## src/logic/itwd_pkg.sv

```systemverilog
// Purpose: constants for the interval timer and watchdog block
// Assumes: classic wishbone, 8-bit registers in the low byte of a word
// Notes: byte address is four times the register index
package itwd_pkg;
   // ------------------------------------------------------------
   // register indices and address width
   // ------------------------------------------------------------
   localparam logic [7:0] ITWD_IDX_CLKCTL = 8'h8b;
   localparam logic [7:0] ITWD_IDX_ICOUNT = 8'h8c;
   localparam logic [7:0] ITWD_IDX_WDMODE = 8'h8d;
   localparam logic [7:0] ITWD_IDX_WDCMP = 8'h8e;
   localparam logic [7:0] ITWD_IDX_IRQSTAT = 8'h90;
   localparam logic [7:0] ITWD_IDX_IRQMASK = 8'h91;
   localparam logic [7:0] ITWD_IDX_STATUS = 8'h92;
   localparam int ITWD_AW = 10;
   // ------------------------------------------------------------
   // field positions
   // ------------------------------------------------------------
   localparam int ITWD_CC_IRQF = 7;
   localparam int ITWD_CC_CLR = 3;
   localparam int ITWD_WM_EN = 7;
   localparam int ITWD_WM_RSON = 6;
   localparam int ITWD_WM_CLR = 5;
   localparam int ITWD_WM_IRQF = 0;
   localparam int ITWD_EV_IT = 0;
   localparam int ITWD_EV_WD = 1;
   localparam int ITWD_EV_STAB = 2;
   // ------------------------------------------------------------
   // reset values
   // ------------------------------------------------------------
   localparam logic [2:0] ITWD_PSEL_RST = 3'h5;
   localparam logic [7:0] ITWD_CMP_RST = 8'hff;
   localparam logic [7:0] ITWD_CNT_RST = 8'h00;
   // ------------------------------------------------------------
   // timing
   // ------------------------------------------------------------
   localparam int ITWD_CLK_MHZ = 100;
   localparam int ITWD_TICK_NS = 256000;
   localparam int ITWD_TICK_CYC = ITWD_TICK_NS * ITWD_CLK_MHZ / 1000;
   typedef enum logic [1:0] {
      ITWD_ST_WAIT = 2'h0,
      ITWD_ST_RUN = 2'h1
   } itwd_state_t;
endpackage

```

## src/logic/itwd_top.sv

```systemverilog
// Purpose: interval timer with watchdog counter behind a wishbone slave
// Assumes: inputs synchronous to clk, classic wishbone single cycles
// Notes: the interval count advances once per prescaled tick
//
// Summary of operation
// eight-bit interval counter always counts up
// interval counter times oscillator stabilisation waits
// overflow period sets the interval interrupt flag
// period select doubles period per code
// interval clear bit zeroes the counter
// interval clear bit self-clears after one cycle
// interval count readable, read-only
// watchdog advances only on interval overflow
// watchdog count equal compare raises flag
// watchdog period equals overflow times compare plus one
// reset select chooses cpu reset or interrupt
// response selectable, fixed interval interrupt possible
// watchdog clear bit zeroes watchdog counter
// watchdog clear bit self-clears after one cycle
// shared address: write compare, read count
// software keeps compare value above one
// enable bit gates the whole watchdog
// flags cleared by zero write or acknowledge
// all state takes defaults on reset
//
// The Wishbone interface to the registers was left to the implementer.
module itwd_top import itwd_pkg::*; #(
   parameter int TICK_CYC = ITWD_TICK_CYC,
   parameter int STAB_CODE = 5
) (
   input wire logic clk,
   input wire logic resetn,
   input wire logic wb_cyc_i,
   input wire logic wb_stb_i,
   input wire logic wb_we_i,
   input wire logic [ITWD_AW-1:0] wb_adr_i,
   input wire logic [3:0] wb_sel_i,
   input wire logic [31:0] wb_dat_i,
   output logic [31:0] wb_dat_o,
   output logic wb_ack_o,
   input wire logic stop_exit,
   input wire logic wd_irq_ack,
   output logic osc_stable,
   output logic cpu_reset_req,
   output logic irq
);
   // ------------------------------------------------------------
   // state
   // ------------------------------------------------------------
   logic [31:0] pre_reg, pre_next;
   logic [15:0] icnt_reg, icnt_next;
   logic [2:0] psel_reg, psel_next;
   logic iflag_reg, iflag_next;
   logic iclr_reg, iclr_next;
   logic [7:0] wcnt_reg, wcnt_next;
   logic [7:0] wcmp_reg, wcmp_next;
   logic wen_reg, wen_next;
   logic rson_reg, rson_next;
   logic wclr_reg, wclr_next;
   logic wflag_reg, wflag_next;
   logic [2:0] stat_reg, stat_next;
   logic [2:0] mask_reg, mask_next;
   logic rst_reg, rst_next;
   logic ack_reg, ack_next;
   logic [31:0] dat_reg, dat_next;
   itwd_state_t st_reg, st_next;

   logic tick, ovf, match, stab_done, req, wd_evt;
   logic wr_cc, wr_wm, wr_cmp, wr_mask, rd_stat;
   logic [7:0] wd8;
   logic [15:0] ovf_mask;

   function automatic logic hit(input logic [ITWD_AW-1:0] a,
                                input logic [7:0] idx);
      hit = (a[ITWD_AW-1:2] == idx) && (a[1:0] == 2'h0);
   endfunction

   // ------------------------------------------------------------
   // bus decode
   // ------------------------------------------------------------
   assign req = wb_cyc_i && wb_stb_i && !ack_reg;
   assign wd8 = wb_dat_i[7:0];
   assign wr_cc = req && wb_we_i && wb_sel_i[0] && hit(wb_adr_i,
                  ITWD_IDX_CLKCTL);
   assign wr_wm = req && wb_we_i && wb_sel_i[0] && hit(wb_adr_i,
                  ITWD_IDX_WDMODE);
   assign wr_cmp = req && wb_we_i && wb_sel_i[0] && hit(wb_adr_i,
                   ITWD_IDX_WDCMP);
   assign wr_mask = req && wb_we_i && wb_sel_i[0] && hit(wb_adr_i,
                    ITWD_IDX_IRQMASK);
   assign rd_stat = req && !wb_we_i && hit(wb_adr_i, ITWD_IDX_IRQSTAT);

   // ------------------------------------------------------------
   // interval timer
   // ------------------------------------------------------------
   // the low byte is the visible count; upper bits stay zero, the mask ends at bit 7
   // so that code 000 gives two visible-count ticks and 111 gives 256
   assign tick = (pre_reg == 32'(TICK_CYC - 1));
   assign ovf_mask = 16'((17'h2 << psel_reg) - 17'h1);
   assign ovf = tick && ((icnt_reg & ovf_mask) == ovf_mask);
   assign match = (wcnt_reg == wcmp_reg);
   // a clear in flight masks the match that it would otherwise race
   assign wd_evt = wen_reg && ovf && match && !wclr_reg;
   assign stab_done = ovf && (psel_reg == 3'(STAB_CODE));

   always_comb begin
      pre_next = tick ? 32'h0 : pre_reg + 32'h1;
      icnt_next = icnt_reg;
      if (iclr_reg) begin
         icnt_next = 16'h0;
         pre_next = 32'h0;
      end else if (tick) begin
         icnt_next = ovf ? 16'h0 : icnt_reg + 16'h1;
      end
      psel_next = wr_cc ? wd8[2:0] : psel_reg;
      iclr_next = wr_cc && wd8[ITWD_CC_CLR];
      iflag_next = iflag_reg;
      if (wr_cc && !wd8[ITWD_CC_IRQF]) begin
         iflag_next = 1'b0;
      end
      if (ovf) begin
         iflag_next = 1'b1;
      end
   end

   // ------------------------------------------------------------
   // stabilisation wait after reset or stop exit
   // ------------------------------------------------------------
   always_comb begin
      st_next = st_reg;
      case (st_reg)
         ITWD_ST_WAIT: if (stab_done) st_next = ITWD_ST_RUN;
         ITWD_ST_RUN: if (stop_exit) st_next = ITWD_ST_WAIT;
         default: st_next = ITWD_ST_WAIT;
      endcase
   end
   assign osc_stable = (st_reg == ITWD_ST_RUN);

   // ------------------------------------------------------------
   // watchdog
   // ------------------------------------------------------------
   // compare values 0 and 1 are left to software to avoid
   always_comb begin
      wcnt_next = wcnt_reg;
      if (wclr_reg || !wen_reg) begin
         wcnt_next = ITWD_CNT_RST;
      end else if (ovf) begin
         // wrap on match gives compare plus one overflows per period
         wcnt_next = match ? 8'h00 : wcnt_reg + 8'h01;
      end
      wcmp_next = wr_cmp ? wd8 : wcmp_reg;
      wen_next = wr_wm ? wd8[ITWD_WM_EN] : wen_reg;
      rson_next = wr_wm ? wd8[ITWD_WM_RSON] : rson_reg;
      wclr_next = wr_wm && wd8[ITWD_WM_CLR];
      wflag_next = wflag_reg;
      if ((wr_wm && !wd8[ITWD_WM_IRQF]) || wd_irq_ack) begin
         wflag_next = 1'b0;
      end
      rst_next = 1'b0;
      if (wd_evt) begin
         if (rson_reg) begin
            rst_next = 1'b1;
         end else begin
            wflag_next = 1'b1;
         end
      end
   end
   assign cpu_reset_req = rst_reg;

   // ------------------------------------------------------------
   // interrupt status and mask
   // ------------------------------------------------------------
   always_comb begin
      stat_next = rd_stat ? 3'h0 : stat_reg;
      if (ovf) stat_next[ITWD_EV_IT] = 1'b1;
      if (wd_evt && !rson_reg)
         stat_next[ITWD_EV_WD] = 1'b1;
      if (stab_done && st_reg == ITWD_ST_WAIT)
         stat_next[ITWD_EV_STAB] = 1'b1;
      mask_next = wr_mask ? wd8[2:0] : mask_reg;
   end
   assign irq = |(stat_reg & mask_reg);

   // ------------------------------------------------------------
   // read mux and ack
   // ------------------------------------------------------------
   always_comb begin
      ack_next = req;
      dat_next = 32'h0;
      if (req && !wb_we_i) begin
         if (hit(wb_adr_i, ITWD_IDX_CLKCTL))
            dat_next[7:0] = {iflag_reg, 3'h0, iclr_reg, psel_reg};
         else if (hit(wb_adr_i, ITWD_IDX_ICOUNT))
            dat_next[7:0] = icnt_reg[7:0];
         else if (hit(wb_adr_i, ITWD_IDX_WDMODE))
            dat_next[7:0] = {wen_reg, rson_reg, wclr_reg, 4'h0,
                             wflag_reg};
         else if (hit(wb_adr_i, ITWD_IDX_WDCMP))
            dat_next[7:0] = wcnt_reg;
         else if (hit(wb_adr_i, ITWD_IDX_IRQSTAT))
            dat_next[2:0] = stat_reg;
         else if (hit(wb_adr_i, ITWD_IDX_IRQMASK))
            dat_next[2:0] = mask_reg;
         else if (hit(wb_adr_i, ITWD_IDX_STATUS))
            dat_next[0] = osc_stable;
      end
   end
   assign wb_ack_o = ack_reg;
   assign wb_dat_o = dat_reg;

   // ------------------------------------------------------------
   // registers
   // ------------------------------------------------------------
   // one register process per group keeps each reset list beside
   // the state that it belongs to
   always_ff @(posedge clk) begin
      if (!resetn) begin
         pre_reg <= 32'h0;
         icnt_reg <= 16'h0;
         psel_reg <= ITWD_PSEL_RST;
         iflag_reg <= 1'b0;
         iclr_reg <= 1'b0;
      end else begin
         pre_reg <= pre_next;
         icnt_reg <= icnt_next;
         psel_reg <= psel_next;
         iflag_reg <= iflag_next;
         iclr_reg <= iclr_next;
      end
   end

   always_ff @(posedge clk) begin
      if (!resetn) begin
         st_reg <= ITWD_ST_WAIT;
      end else begin
         st_reg <= st_next;
      end
   end

   always_ff @(posedge clk) begin
      if (!resetn) begin
         wcnt_reg <= ITWD_CNT_RST;
         wcmp_reg <= ITWD_CMP_RST;
         wen_reg <= 1'b0;
         rson_reg <= 1'b0;
         wclr_reg <= 1'b0;
         wflag_reg <= 1'b0;
         rst_reg <= 1'b0;
      end else begin
         wcnt_reg <= wcnt_next;
         wcmp_reg <= wcmp_next;
         wen_reg <= wen_next;
         rson_reg <= rson_next;
         wclr_reg <= wclr_next;
         wflag_reg <= wflag_next;
         rst_reg <= rst_next;
      end
   end

   always_ff @(posedge clk) begin
      if (!resetn) begin
         stat_reg <= 3'h0;
         mask_reg <= 3'h0;
      end else begin
         stat_reg <= stat_next;
         mask_reg <= mask_next;
      end
   end

   always_ff @(posedge clk) begin
      if (!resetn) begin
         ack_reg <= 1'b0;
         dat_reg <= 32'h0;
      end else begin
         ack_reg <= ack_next;
         dat_reg <= dat_next;
      end
   end
endmodule // itwd_top

```

## config.mk

```make
export PLATFORM = sky130hd
export DESIGN_NAME = itwd_top
export DESIGN_NICKNAME = d
export VERILOG_FILES = /design/src/logic/itwd_pkg.sv /design/src/logic/itwd_top.sv
export SDC_FILE = /design/constraint.sdc
export NUM_CORES = 1
export LEC_CHECK = 0
export ABC_AREA = 1
export CORE_MARGIN = 2
export CORE_UTILIZATION = 35
export DETAILED_ROUTE_END_ITERATION = 8
export DONT_BUFFER_PORTS = 1
export RECOVER_POWER = 50
export SLEW_MARGIN = 20
export SYNTH_ARGS = -nofsm -noshare
export SYNTH_HDL_FRONTEND = slang
export SYNTH_SLANG_ARGS = --single-unit
export TNS_END_PERCENT = 50
```

## constraint.sdc

```tcl
create_clock -name clk -period 1.72 [get_ports clk]
set_input_delay 0.344 -clock clk [delete_from_list [all_inputs] [get_ports clk]]
set_output_delay 0.344 -clock clk [all_outputs]
set_load 0.005 [all_outputs]
```

==> run metrics <==
outcome completed; hpwl dp around 8500 um; switching portion of total power between 20 and 25%; CP Max Fanout 7; FF-to-FF path depth 12; routed wire length ~11000 um; Worst VDD drop ~420 uV; drt first pass iters 5; Final period util 93.97%; row count 41; CP startpoint kind flop; number of clock sinks between 80 and 90; Initial Util 36.21%; share of post-route cells with drive strength above 1 between 10 and 15%; Largest register FFs 32; FILL cells roughly 1400; asr flop ratio synth 0%; Setup CP Type flop to flop; Seq/Total Area, Yosys approximately 36%; Avg WL per Cell about 12 um; Via density between 4 and 5; most frequent cell after synthesis nand2_1; post-synth top area cell dfxtp_1; CTS tree yes; minimum clock period 1.616 ns; area growth from synthesis to layout 13.28%; Hold Crit Class input port to flop; Congestion Overflow GR 0; DR iter-0 viols ~400; internal power component approximately 3.1 mW; gr usage total between 15 and 20%; ANT cells 0; clk_skew ~0.012 ns; Fmax 618.7 MHz; Reg clk slew, reported paths roughly 0.06 ns; max incr delay on CP around 0.35 ns; die area about 14000 um^2; crit end category flop; YS warnings 0; slowest CP cell dfxtp_2; DIE WIDTH 118.7 um; #FFs+latches synth a little over 80; Post-synth EDFFs 0; cells after synthesis between 700 and 800; largest net degree at the start of global routing 16; Clk pwr share around 50%; core area about 13000 um^2; Max Transition Viols Final 0; unique cell type count in the Yosys netlist 39; Finished Layout Cells about 900; cell family contributing the most delay on the critical path simple AND/OR/NAND/NOR gates; placed instance area slightly below 5000 um^2; Hold Violations, Final 0; mapped cell area roughly 4600 um^2; I/O pins 89; Psw 872.7 uW; Pleak 2.241 nW; CP arrival 1.85 ns; Most used DFF post-synth dfxtp_1; # hold bufs at CTS 0; H-tree depth 3; clk buf depth 2; vias in the first global route approximately 3700; first-pass GRT wire length around 18000 um; initial antenna violation count 0; detailed-route via count around 4200; clock latency at the later pin of the worst-skew pair between 0.3 and 0.4 ns; pwr dens 769.9 nW/um^2; Remaining DRCs 0; dpl cells 881; # nets final 777; Logic pwr share about 2.5%; GPL Wtd Cong a little over 0.9; Detail Route Antenna Nets 0; top cell type's share of synthesized area between 30% and 40%; Clock Tree Root clkbuf_16; Port-buffer cells 0; Hold Path Stages 1; clock buffer count from CTS 9; WP data required between 1.5 and 2 ns; Vert. Die Dim 118.7 um; final setup vio count 0; Mean Syn Cell Area approximately 6.6 um^2; RSZ-0062 raised after global routing true; WP depth 12; Post-synth top cells 183 x nand2_1, 96 x nor2_1, 82 x dfxtp_1; fin area ~5200 um^2; ranking of synthesized cells by area dfxtp_1 36%, nand2_1 15%, nor2_1 7.8%, inv_1 6.4%, nand3_1 5.2%; CP cell instances ha_4, nand2_2, nor2_4, nand2_2, inv_2, nand2_4, nor2_8, buf_12, buf_12, nand2_1, xor2_1, nor2_1; Reg power frac around 48%; CP Buf/Inv Count 3; Max Cap Viol 0
## worst register-to-register path, delay by kind of cell, from the launching register on
kind / cells / cell delay, ns
simple gates: 7 / 0.60
flops: 1 / 0.35
xor+xnor: 1 / 0.13
buf+inv: 3 / 0.30
fa+ha+maj: 1 / 0.14
## per-stage QoR
stage               util [%]  power, mW  hold WS [ns]  setup WS, ns  TNS [ns]
finish                 41.02      4.018       0.08609        0.1037         0
global route           41.02      4.154       0.08168      -0.03709  -0.09450
CTS                    40.47      4.050       0.07670       0.01893         0
detailed placement     38.01      2.050        0.4333       0.03708         0
global placement       38.01      2.050        0.4334       0.06241         0
floorplan                  -      2.068        0.4296        0.1443         0
## cell usage in the layout (no fill, tap or decap), drive strengths merged
cell type	synthesis	layout
nand2b	1	1
clkbuf	5	13
conb	1	24
a21oi	37	37
or2	6	6
ha	3	3
xor2	21	21
dfxtp	82	82
nand4	13	13
xnor2	8	8
inv	87	89
o211ai	3	3
nor3	19	19
nand3b	3	3
nand2	189	189
clkinvlp	0	1
bufinv	0	1
nor4	1	1
o21ai	29	29
a21boi	1	1
buf	34	23
nor2	104	104
nor3b	3	3
nand3	48	48
o22ai	1	1
clkinv	2	3
## power by group through the flow
stage	logic, mW	registers [mW]	clock network, mW
after global placement	0.0970	1.95	0
final	0.100	1.91	2.00
after CTS	0.0976	1.91	2.04
after detailed placement	0.0971	1.95	0
after global routing	0.115	1.91	2.13
after floorplan	0.115	1.95	0
## final cells by class
type / count / area [um^2] / area share (%)
Multi-Input combinational cell: 514 / 2490 / 47.71
Clock inverter: 5 / 60.06 / 1.151
Tap cell: 172 / 215.2 / 4.124
Timing Repair Buffer: 25 / 217.7 / 4.172
Sequential cell: 82 / 1647 / 31.55
Inverter: 89 / 336.6 / 6.449
Clock buffer: 11 / 252.7 / 4.843
## kinds of logic after synthesis
group                      count (synthesis)  share of synthesized area (%)
and+or+nand+nor                          387                          36.96
adders and majority gates                  3                         0.8149
other                                      1                        0.08140
buffers and inverters                    128                          13.04
xor gates and xnor gates                  29                          5.513
AOI/OAI and AO/OA                         71                          7.958
DFF                                       82                          35.63
## metal layers
metal | vias up | global-route usage, % | wire, um
li1 | 2191 | - | -
met1 | 1859 | 23.36 | 5526
met2 | 102 | 23.02 | 4663
met3 | 8 | 3.620 | 541
met4 | 0 | 4.688 | 119
met5 | - | 0 | 0
## worst paths after layout
kind,start,to,slack (ns)
setup reg to reg,pre_reg[0]$_SDFF_PP0_,icnt_reg[3]$_SDFFE_PP0P_,0.10
hold reg to reg,stat_reg[0]$_SDFFE_PN0P_,stat_reg[0]$_SDFFE_PN0P_,0.47
setup / recovery,pre_reg[0]$_SDFF_PP0_,icnt_reg[3]$_SDFFE_PP0P_,0.10
hold / removal,resetn,wcmp_reg[4]$_SDFFE_PN1P_,0.09
## what timing repair did
action                                  CTS  global route
setup buffers                             0             1
resized for setup                         0            17
hold endpoints to repair                  0             0
endpoints found under the setup margin    0            43
(Power assumes the default switching activity.)
